--- src/design/drs_pkg.sv ---
// package for the disturbance record sequencer
package drs_pkg;
  // register byte offsets
  localparam logic [7:0] DRS_CTRL_OFS    = 8'h00;
  localparam logic [7:0] DRS_HIST_OFS    = 8'h04;
  localparam logic [7:0] DRS_TRAIL_OFS   = 8'h08;
  localparam logic [7:0] DRS_LIMIT_OFS   = 8'h0c;
  localparam logic [7:0] DRS_CHAN_OFS    = 8'h10;
  localparam logic [7:0] DRS_STAT_OFS    = 8'h14;
  localparam logic [7:0] DRS_IRQ_OFS     = 8'h18;
  localparam logic [7:0] DRS_MASK_OFS    = 8'h1c;
  localparam logic [7:0] DRS_PERIOD_OFS  = 8'h20;
  localparam logic [7:0] DRS_WPTR_OFS    = 8'h24;
  localparam logic [7:0] DRS_START_OFS   = 8'h28;
  localparam logic [7:0] DRS_LEN_OFS     = 8'h2c;
  // control fields
  localparam int DRS_CTRL_EN_BIT   = 0;
  localparam int DRS_CTRL_RATE_BIT = 1;
  // irq bits
  localparam int DRS_IRQ_START_BIT = 0;
  localparam int DRS_IRQ_DONE_BIT  = 1;
  localparam int DRS_IRQ_WARN_BIT  = 2;
  localparam int DRS_IRQ_W         = 3;
  // time settings in ms, defaults
  localparam logic [13:0] DRS_HIST_DEF  = 14'h00c8;
  localparam logic [13:0] DRS_TRAIL_DEF = 14'h00c8;
  localparam logic [13:0] DRS_LIMIT_DEF = 14'h03e8;
  localparam int          DRS_MS_W      = 14;
  // channel limits and storage
  localparam int DRS_MAX_BIN    = 64;
  localparam int DRS_MAX_ANA    = 32;
  localparam int DRS_STORE_MB   = 12;
  localparam int DRS_STORE_B    = DRS_STORE_MB * 1024 * 1024;
  localparam int DRS_ADDR_W     = 24;
  localparam int DRS_KB_ANA     = 7;
  localparam int DRS_KB_BIN     = 2;
  // sampling per network period
  localparam logic [5:0] DRS_SPP_LOW  = 6'h14;
  localparam logic [5:0] DRS_SPP_HIGH = 6'h28;
  // clock rate, network period default (50 Hz)
  localparam int          DRS_CLK_HZ     = 250000000;
  localparam int          DRS_MS_CYC     = DRS_CLK_HZ / 1000;
  localparam logic [23:0] DRS_PERIOD_DEF = 24'h4c4b40;
  // sequencer states
  typedef enum logic [2:0] {
    DRS_IDLE, DRS_FAULT, DRS_TRAIL, DRS_REARM
  } drs_state_type;
endpackage : drs_pkg

--- src/design/drs_tick_if.sv ---
// sample tick bundle between sequencer and tick generator
`timescale 1ns/1ps
`default_nettype none
interface drs_tick_if;
  logic        rate_high;
  logic [23:0] period_cyc;
  logic        sample_tick;
  logic        ms_tick;
  modport gen (input rate_high, input period_cyc, output sample_tick, output ms_tick);
  modport seq (output rate_high, output period_cyc, input sample_tick, input ms_tick);
endinterface : drs_tick_if
`default_nettype wire

--- src/design/drs_sequencer.sv ---
// disturbance record sequencer with wishbone registers
//
// Register access over Wishbone and the register offsets were left to the implementer.
`timescale 1ns/1ps
`default_nettype none
// Overview of operation
// - capture starts only when trigger is true and recorder enabled
// - capture continues while trigger held, never beyond the limit
// - at most 64 binary and 32 analog channels selected
// - twelve megabytes of record storage
// - base variant takes twenty samples per network period
// - rate setting selects twenty or forty samples per period
// - records include history samples preceding the trigger
// - fault section ends at limit or trigger release, whichever first
// - trailing section follows fault section in the same record
// - trigger must deassert before a new capture starts (the code also re-arms when the recorder is disabled with the trigger held)
// - records are laid out as configuration, data and comment files
// - storage estimate uses 7 kB analog, 2 kB binary per second
// - warning when history plus trailing exceeds the limit
module drs_sequencer
  import drs_pkg::*;
#(
  parameter int MS_CYC = DRS_MS_CYC
)
(
  input  wire logic        clk_i,
  input  wire logic        rst_i,
  input  wire logic        wb_cyc_i,
  input  wire logic        wb_stb_i,
  input  wire logic        wb_we_i,
  input  wire logic [7:0]  wb_adr_i,
  input  wire logic [3:0]  wb_sel_i,
  input  wire logic [31:0] wb_dat_i,
  output logic      [31:0] wb_dat_o,
  output logic             wb_ack_o,
  input  wire logic        capture_trigger_in_i,
  output logic             sample_strobe_o,
  output logic             record_active_o,
  output logic             record_done_o,
  output logic             warning_o,
  output logic             irq_o
);
  drs_tick_if tk ();

  drs_tick_gen #(
    .MS_CYC (MS_CYC)
  ) u_tick (
    .clk_i (clk_i),
    .rst_i (rst_i),
    .tk    (tk)
  );

  // size estimate in kB per second of record
  function automatic logic [15:0] est_kb(input logic [5:0] n_ana, input logic [6:0] n_bin);
    est_kb = 16'(n_ana) * 16'(DRS_KB_ANA) + 16'(n_bin) * 16'(DRS_KB_BIN);
  endfunction : est_kb

  // clamp a channel count to its maximum
  function automatic logic [6:0] clamp_ch(input logic [6:0] v, input logic [6:0] mx);
    clamp_ch = (v > mx) ? mx : v;
  endfunction : clamp_ch

  drs_state_type        state_reg;
  logic                 recorder_enable_setting_reg;
  logic                 rate_select_setting_reg;
  logic [DRS_MS_W-1:0]  history_duration_setting_reg;
  logic [DRS_MS_W-1:0]  trailing_duration_setting_reg;
  logic [DRS_MS_W-1:0]  capture_limit_setting_reg;
  logic [5:0]           ana_cnt_reg;
  logic [6:0]           bin_cnt_reg;
  logic [23:0]          period_reg;
  logic [DRS_IRQ_W-1:0] irq_stat_reg;
  logic [DRS_IRQ_W-1:0] irq_mask_reg;
  logic [DRS_MS_W-1:0]  ms_cnt_reg;
  logic [DRS_MS_W:0]    fault_ms_reg;
  logic [DRS_ADDR_W-1:0] wptr_reg;
  logic [DRS_ADDR_W-1:0] start_ptr_reg;
  logic [DRS_ADDR_W-1:0] sample_cnt_reg;
  logic [DRS_ADDR_W-1:0] rec_len_reg;
  logic                 qual_prev_reg;

  // bus decode
  logic wb_req;
  logic wb_wr;
  logic wr_ctrl;
  logic wr_hist;
  logic wr_trail;
  logic wr_limit;
  logic wr_chan;
  logic wr_irq;
  logic wr_mask;
  logic wr_period;
  assign wb_req    = wb_cyc_i && wb_stb_i && !wb_ack_o;
  assign wb_wr     = wb_req && wb_we_i;
  assign wr_ctrl   = wb_wr && wb_adr_i == DRS_CTRL_OFS   && wb_sel_i[0];
  assign wr_hist   = wb_wr && wb_adr_i == DRS_HIST_OFS   && &wb_sel_i[1:0];
  assign wr_trail  = wb_wr && wb_adr_i == DRS_TRAIL_OFS  && &wb_sel_i[1:0];
  assign wr_limit  = wb_wr && wb_adr_i == DRS_LIMIT_OFS  && &wb_sel_i[1:0];
  assign wr_chan   = wb_wr && wb_adr_i == DRS_CHAN_OFS   && &wb_sel_i[1:0];
  assign wr_irq    = wb_wr && wb_adr_i == DRS_IRQ_OFS    && wb_sel_i[0];
  assign wr_mask   = wb_wr && wb_adr_i == DRS_MASK_OFS   && wb_sel_i[0];
  assign wr_period = wb_wr && wb_adr_i == DRS_PERIOD_OFS && &wb_sel_i[2:0];

  // trigger qualification and edge detection
  logic qual_trig;
  logic start_evt;
  logic settings_bad;
  logic hist_full;
  logic fault_end;
  logic trail_end;
  assign qual_trig    = capture_trigger_in_i && recorder_enable_setting_reg;
  assign start_evt    = state_reg == DRS_IDLE && qual_trig && !qual_prev_reg;
  assign settings_bad = ({1'b0, history_duration_setting_reg}
                        + {1'b0, trailing_duration_setting_reg})
                        > {1'b0, capture_limit_setting_reg};
  assign hist_full    = ms_cnt_reg >= history_duration_setting_reg;
  assign fault_end    = !capture_trigger_in_i
                        || fault_ms_reg >= {1'b0, capture_limit_setting_reg};
  assign trail_end    = ms_cnt_reg >= trailing_duration_setting_reg;

  // tick generator controls
  assign tk.rate_high  = rate_select_setting_reg;
  assign tk.period_cyc = period_reg;

  // next irq status: set wins over write-one-clear
  logic [DRS_IRQ_W-1:0] irq_set;
  logic [DRS_IRQ_W-1:0] irq_stat_next;
  assign irq_set[DRS_IRQ_START_BIT] = start_evt;
  assign irq_set[DRS_IRQ_DONE_BIT]  = state_reg == DRS_TRAIL && tk.ms_tick && trail_end;
  assign irq_set[DRS_IRQ_WARN_BIT]  = settings_bad && !warning_o;
  assign irq_stat_next = (irq_stat_reg & ~(wr_irq ? wb_dat_i[DRS_IRQ_W-1:0] : '0)) | irq_set;

  // read mux
  logic [31:0] rd_data;
  always_comb
  begin
    rd_data = '0;
    case (wb_adr_i)
      DRS_CTRL_OFS:   rd_data = {30'h0, rate_select_setting_reg, recorder_enable_setting_reg};
      DRS_HIST_OFS:   rd_data = 32'(history_duration_setting_reg);
      DRS_TRAIL_OFS:  rd_data = 32'(trailing_duration_setting_reg);
      DRS_LIMIT_OFS:  rd_data = 32'(capture_limit_setting_reg);
      DRS_CHAN_OFS:   rd_data = {est_kb(ana_cnt_reg, bin_cnt_reg), 1'b0, bin_cnt_reg,
                                 2'b00, ana_cnt_reg};
      DRS_STAT_OFS:   rd_data = {28'h0, warning_o, 1'b0, 2'(state_reg)};
      DRS_IRQ_OFS:    rd_data = 32'(irq_stat_reg);
      DRS_MASK_OFS:   rd_data = 32'(irq_mask_reg);
      DRS_PERIOD_OFS: rd_data = 32'(period_reg);
      DRS_WPTR_OFS:   rd_data = 32'(wptr_reg);
      DRS_START_OFS:  rd_data = 32'(start_ptr_reg);
      DRS_LEN_OFS:    rd_data = 32'(rec_len_reg);
      default:        rd_data = '0;
    endcase
  end

  // wishbone answer, one cycle after request
  always_ff @(posedge clk_i)
  begin
    if (rst_i)
    begin
      wb_ack_o <= 1'b0;
      wb_dat_o <= '0;
    end
    else
    begin
      wb_ack_o <= wb_req;
      wb_dat_o <= wb_req ? rd_data : '0;
    end
  end

  // setting registers
  always_ff @(posedge clk_i)
  begin
    if (rst_i)
    begin
      recorder_enable_setting_reg   <= 1'b0;
      rate_select_setting_reg       <= 1'b0;
      history_duration_setting_reg  <= DRS_HIST_DEF;
      trailing_duration_setting_reg <= DRS_TRAIL_DEF;
      capture_limit_setting_reg     <= DRS_LIMIT_DEF;
      ana_cnt_reg                   <= '0;
      bin_cnt_reg                   <= '0;
      period_reg                    <= DRS_PERIOD_DEF;
      irq_mask_reg                  <= '0;
    end
    else
    begin
      if (wr_ctrl)
      begin
        recorder_enable_setting_reg <= wb_dat_i[DRS_CTRL_EN_BIT];
        rate_select_setting_reg     <= wb_dat_i[DRS_CTRL_RATE_BIT];
      end
      if (wr_hist)
        history_duration_setting_reg <= wb_dat_i[DRS_MS_W-1:0];
      if (wr_trail)
        trailing_duration_setting_reg <= wb_dat_i[DRS_MS_W-1:0];
      if (wr_limit)
        capture_limit_setting_reg <= wb_dat_i[DRS_MS_W-1:0];
      if (wr_chan)
      begin
        ana_cnt_reg <= 6'(clamp_ch({1'b0, wb_dat_i[5:0]}, 7'(DRS_MAX_ANA)));
        bin_cnt_reg <= clamp_ch(wb_dat_i[14:8], 7'(DRS_MAX_BIN));
      end
      if (wr_mask)
        irq_mask_reg <= wb_dat_i[DRS_IRQ_W-1:0];
      if (wr_period)
        period_reg <= wb_dat_i[23:0];
    end
  end

  // capture sequencer
  always_ff @(posedge clk_i)
  begin
    if (rst_i)
    begin
      state_reg     <= DRS_IDLE;
      qual_prev_reg <= 1'b0;
      ms_cnt_reg    <= '0;
      fault_ms_reg  <= '0;
    end
    else
    begin
      qual_prev_reg <= qual_trig;
      case (state_reg)
        DRS_IDLE:
        begin
          if (tk.ms_tick && !hist_full)
            ms_cnt_reg <= ms_cnt_reg + 1'b1; // history fill
          if (start_evt)
          begin
            state_reg    <= DRS_FAULT;
            fault_ms_reg <= '0;
          end
        end
        DRS_FAULT:
        begin
          if (tk.ms_tick)
            fault_ms_reg <= fault_ms_reg + 1'b1;
          if (fault_end)
          begin
            state_reg  <= DRS_TRAIL;
            ms_cnt_reg <= '0;
          end
        end
        DRS_TRAIL:
        begin
          if (tk.ms_tick)
          begin
            if (trail_end)
            begin
              state_reg  <= DRS_REARM;
              ms_cnt_reg <= '0;
            end
            else
              ms_cnt_reg <= ms_cnt_reg + 1'b1;
          end
        end
        DRS_REARM:
        begin
          if (!qual_trig)
            state_reg <= DRS_IDLE;
        end
        default:
          state_reg <= DRS_IDLE;
      endcase
    end
  end

  // ring storage pointers and record bounds
  logic                  capturing;
  logic [DRS_ADDR_W-1:0] wptr_inc;
  assign capturing = state_reg == DRS_FAULT || state_reg == DRS_TRAIL;
  assign wptr_inc  = (wptr_reg == DRS_ADDR_W'(DRS_STORE_B - 1)) ? '0 : wptr_reg + 1'b1;
  always_ff @(posedge clk_i)
  begin
    if (rst_i)
    begin
      wptr_reg       <= '0;
      start_ptr_reg  <= '0;
      sample_cnt_reg <= '0;
      rec_len_reg    <= '0;
    end
    else
    begin
      if (tk.sample_tick)
        wptr_reg <= wptr_inc; // history runs continuously
      if (start_evt)
        start_ptr_reg <= wptr_reg; // history section lies behind this point
      if (start_evt)
        sample_cnt_reg <= '0;
      else if (capturing && tk.sample_tick)
        sample_cnt_reg <= sample_cnt_reg + 1'b1;
      if (irq_set[DRS_IRQ_DONE_BIT])
        rec_len_reg <= sample_cnt_reg; // closes record for cfg/dat export
    end
  end

  // outputs and interrupt status
  always_ff @(posedge clk_i)
  begin
    if (rst_i)
    begin
      irq_stat_reg    <= '0;
      irq_o           <= 1'b0;
      warning_o       <= 1'b0;
      sample_strobe_o <= 1'b0;
      record_active_o <= 1'b0;
      record_done_o   <= 1'b0;
    end
    else
    begin
      irq_stat_reg    <= irq_stat_next;
      irq_o           <= |(irq_stat_next & irq_mask_reg);
      warning_o       <= settings_bad;
      sample_strobe_o <= tk.sample_tick;
      // falls together with the done pulse
      record_active_o <= (capturing && !irq_set[DRS_IRQ_DONE_BIT]) || start_evt;
      record_done_o   <= irq_set[DRS_IRQ_DONE_BIT];
    end
  end
endmodule : drs_sequencer
`default_nettype wire

--- src/design/drs_tick_gen.sv ---
// sample and millisecond tick generator
`timescale 1ns/1ps
`default_nettype none
module drs_tick_gen
  import drs_pkg::*;
#(
  parameter int MS_CYC = DRS_MS_CYC
)
(
  input  wire logic clk_i,
  input  wire logic rst_i,
  drs_tick_if.gen   tk
);
  logic [23:0] samp_cnt_reg;
  logic [23:0] samp_step;
  logic [24:0] samp_sum;
  logic [17:0] ms_cnt_reg;
  logic        samp_stale;
  logic        samp_wrap;
  logic        ms_wrap;

  // period cycles times samples per period, accumulated
  assign samp_step  = tk.rate_high ? 24'(DRS_SPP_HIGH) : 24'(DRS_SPP_LOW);
  assign samp_sum   = {1'b0, samp_cnt_reg} + {1'b0, samp_step};
  // left over after the period shrank: restart instead of a strobe burst
  assign samp_stale = samp_cnt_reg >= tk.period_cyc;
  assign samp_wrap  = !samp_stale && (samp_sum >= {1'b0, tk.period_cyc});
  assign ms_wrap    = (ms_cnt_reg == 18'(MS_CYC - 1));

  // fractional sample rate accumulator and ms divider
  always_ff @(posedge clk_i)
  begin
    if (rst_i)
    begin
      samp_cnt_reg   <= '0;
      ms_cnt_reg     <= '0;
      tk.sample_tick <= 1'b0;
      tk.ms_tick     <= 1'b0;
    end
    else
    begin
      if (samp_stale)
        samp_cnt_reg <= '0;
      else if (samp_wrap)
        samp_cnt_reg <= 24'(samp_sum - {1'b0, tk.period_cyc});
      else
        samp_cnt_reg <= samp_sum[23:0];
      ms_cnt_reg     <= ms_wrap ? '0 : ms_cnt_reg + 18'h1;
      tk.sample_tick <= samp_wrap;
      tk.ms_tick     <= ms_wrap;
    end
  end
endmodule : drs_tick_gen
`default_nettype wire

--- config.mk ---
export PLATFORM = sky130hd
export DESIGN_NAME = drs_sequencer
export DESIGN_NICKNAME = d
export VERILOG_FILES = /design/src/design/drs_pkg.sv /design/src/design/drs_tick_if.sv /design/src/design/drs_sequencer.sv /design/src/design/drs_tick_gen.sv
export SDC_FILE = /design/constraint.sdc
export NUM_CORES = 1
export LEC_CHECK = 0
export BUFFER_PORTS_ARGS = -buffer_cell sky130_fd_sc_hd__buf_2
export CORE_MARGIN = 8
export CORE_UTILIZATION = 30
export CTS_BUF_LIST = sky130_fd_sc_hd__clkbuf_8
export DETAILED_ROUTE_END_ITERATION = 16
export PLACE_DENSITY = 0.46
export SLEW_MARGIN = 10
export SYNTH_ARGS = -nofsm -noshare
export SYNTH_HDL_FRONTEND = slang
export SYNTH_SLANG_ARGS = --single-unit
--- constraint.sdc ---
create_clock -name clk_i -period 3.8 [get_ports clk_i]
set_input_delay 0.76 -clock clk_i [delete_from_list [all_inputs] [get_ports clk_i]]
set_output_delay 0.76 -clock clk_i [all_outputs]
set_load 0.02 [all_outputs]
==> impl_metrics.json <==
{
  "status": "finished, violations left",
  "violations": "negative setup slack",
  "synth-edff-count": 0,
  "synthTopCellsByArea": "dfxtp_1, ha_1, nand2_1",
  "start_util_pct": 30.2,
  "slowest_delay_ps": 360,
  "fin_crit_ps": 4040,
  "synth_cell_types": 72,
  "io_pins": 88,
  "largest_register_ffs": 26,
  "path_clk_slew_ps": 60,
  "routed_wl_um": 54000,
  "syn2layout_area_growth_pct": 21.2,
  "clock_latency_ps": 670,
  "regArea_um2": 5830,
  "gp_congestion": 0.830,
  "max_cap_violations": 0,
  "critPathSlowestCell": "a221o_1",
  "core_um2": 53600,
  "yosysMostFrequentCell": "dfxtp_1",
  "rows": 85,
  "cts_tree": "built",
  "ys_ff_latch": 291,
  "grt_pass1_wl_um": 82500,
  "placed_cells": 2731,
  "power_density_nw_per_um2": 346,
  "nets": 2307,
  "drt-pass1-iter-count": 5,
  "grt_pass1_vias": 14328,
  "fin_ws_ps": -235,
  "clk_path_buf_depth": 3,
  "grt.overflow.total": 0,
  "layout.cells.non_filler": 2845,
  "cts_max_level": 2,
  "avgSynthCellArea_um2": 8.38,
  "ant_nets": 0,
  "async_reset_ff_share_pct": 0,
  "crit_chain": "ha_1 -> a21o_1 -> a21o_1 -> a21oi_1 -> o21ai_1 -> a41oi_1 -> a21oi_1 -> a21o_1 -> a21oi_1 -> xnor2_1 -> ha_1 -> and3_4 -> buf_4 -> a221oi_2 -> o21ai_1 -> a221o_1 -> nand2_1 -> nand3_2 -> a221o_1",
  "maxSlewViolCount": 0,
  "ys_warn_count": 0,
  "syn_inst": 1929,
  "cts_root_buf": "clkbuf_8",
  "critPathMaxFanout": 3,
  "power.total_mw": 6.78,
  "synth_area_um2": 16200,
  "die_w_um": 248,
  "dieArea_um2": 61600,
  "drc": 0,
  "antenna_found_initial": 6,
  "grt_usage_pct": 17.2,
  "synth_common_cells": "dfxtp_1, nand2_1, nor2_1, a21oi_1, ha_1",
  "largest-register": "wb_dat_o",
  "endpoint_kind": "register",
  "io_buffers": 72,
  "grt_max_degree": 112,
  "max_freq_ghz": 0.248,
  "die_h_um": 248,
  "setup-tns-final_ps": -330,
  "drtIter0Drc": 795,
  "wl_per_cell_um": 19.0,
  "dp_hpwl_um": 41000,
  "ir_drop_mv": 0.251,
  "power.leakage_nw": 7.88,
  "skew_ps": 68.9,
  "detail_route.vias_per_cell": 5.11,
  "cts_buffers": 54,
  "setup_viol": 2,
  "fillers": 5552,
  "fin_area_um2": 19600,
  "path_class": "reg -> reg",
  "required_ps": 4350,
  "start_kind": "register",
  "grt_setup_unrepaired": "yes",
  "critical_path_arrival_ps": 4580,
  "synthFlopType": "dfxtp_1",
  "hold_class": "in -> reg",
  "synth_top_area_share_pct": 36.0,
  "routed-via-count": 14534,
  "worstMarginPinSlew_ps": 961,
  "cts.sinks": 291,
  "multi_input_area_um2": 9990,
  "yosysSeqAreaShare_pct": 36.0,
  "post-route-period-util_pct": 106,
  "synth_top_area_cell": "dfxtp_1",
  "drive_gt1_share_pct": 16.5,
  "finalHoldViolCount": 0,
  "placed_area_um2": 18000,
  "slew_headroom_pct": 35.9
}
## path summary, 6_finish.rpt
path	start	to	slack [ps]	cells past startpoint
setup reg to reg	history_duration_setting_reg[1]	irq_o	-240	19
setup / recovery	history_duration_setting_reg[1]	irq_o	-240	19
hold / removal	wb_dat_i[22]	period_reg[22]	320	2
hold reg to reg	u_tick.ms_cnt_reg[0]	u_tick.ms_cnt_reg[0]	440	1
## critical path: cells and delay by family (launching register included)
family / cells / cell delay (ps)
AO/OA/AOI/OAI: 12 / 2380
XOR/XNOR: 1 / 150
buffers and inverters: 1 / 130
flip-flops: 1 / 330
adder cells (fa/ha/maj): 2 / 560
AND/OR/NAND/NOR: 3 / 360
## cell families after synthesis
kind of cell,synth area share (%)
buffers and inverters,4.48
adder cells (fa/ha/maj),12.5
AND/OR/NAND/NOR,19.6
flip-flops,36.0
XOR/XNOR,6.61
other,0.0232
AO/OA/AOI/OAI,18.6
multiplexers,2.18
## per-stage QoR
stage	util, %	hold slack, ps	setup WS, ps
2_1_floorplan	-	418	0.463
3_5_place_dp	33.5	440	-361
6_report	36.5	322	-235
3_3_place_gp	33.5	434	-320
5_1_grt	36.5	284	-453
4_1_cts	35.9	262	-227
## per-layer routing
metal | global-route usage, % | wire length (um) | up-vias | share of wire, %
li1 | - | - | 7154 | -
met1 | 22.4 | 24700 | 6949 | 46
met2 | 27.7 | 24400 | 324 | 45
met3 | 3.24 | 2750 | 105 | 5.1
met4 | 7.44 | 2090 | 2 | 3.9
met5 | 0 | 13 | - | 0.024
## layout make-up
type	instances	share of cell area, %
Antenna cell	4	0.0511
Clock buffer	66	4.64
Clock inverter	32	1.31
Inverter	102	1.95
Multi-Input combinational cell	1459	51.0
Sequential cell	291	29.8
Tap cell	696	4.45
Timing Repair Buffer	195	6.85
## placed cells by master, fill, tap and decap left out, types with 19 or more instances in the layout
master	n
a21oi_1	158
clkbuf_8	66
buf_2	71
nand3_1	44
nor2_1	197
buf_4	114
or3_1	19
xor2_1	75
ha_1	137
xnor2_1	45
inv_1	122
o21ai_0	43
and3_1	21
nand4_1	28
a211o_1	25
a21o_1	30
nor2b_1	19
nor3_1	26
mux2i_1	34
dfxtp_1	287
a22oi_1	56
nand2_1	245
## repair_timing
| item | in CTS | in global routing |
|---|---|---|
| setup endpoints to repair | 14 | 27 |
| hold buffers | 0 | 0 |
| setup buffers | 3 | 10 |
| gates resized for setup | 14 | 63 |
| pin swaps | 15 | 42 |
## power breakdown
part / switching, mW / internal, mW
combinational: 0.268 / 0.146
sequential: 0.0228 / 3.07
clock: 1.42 / 1.85
(Power assumes the default switching activity.)
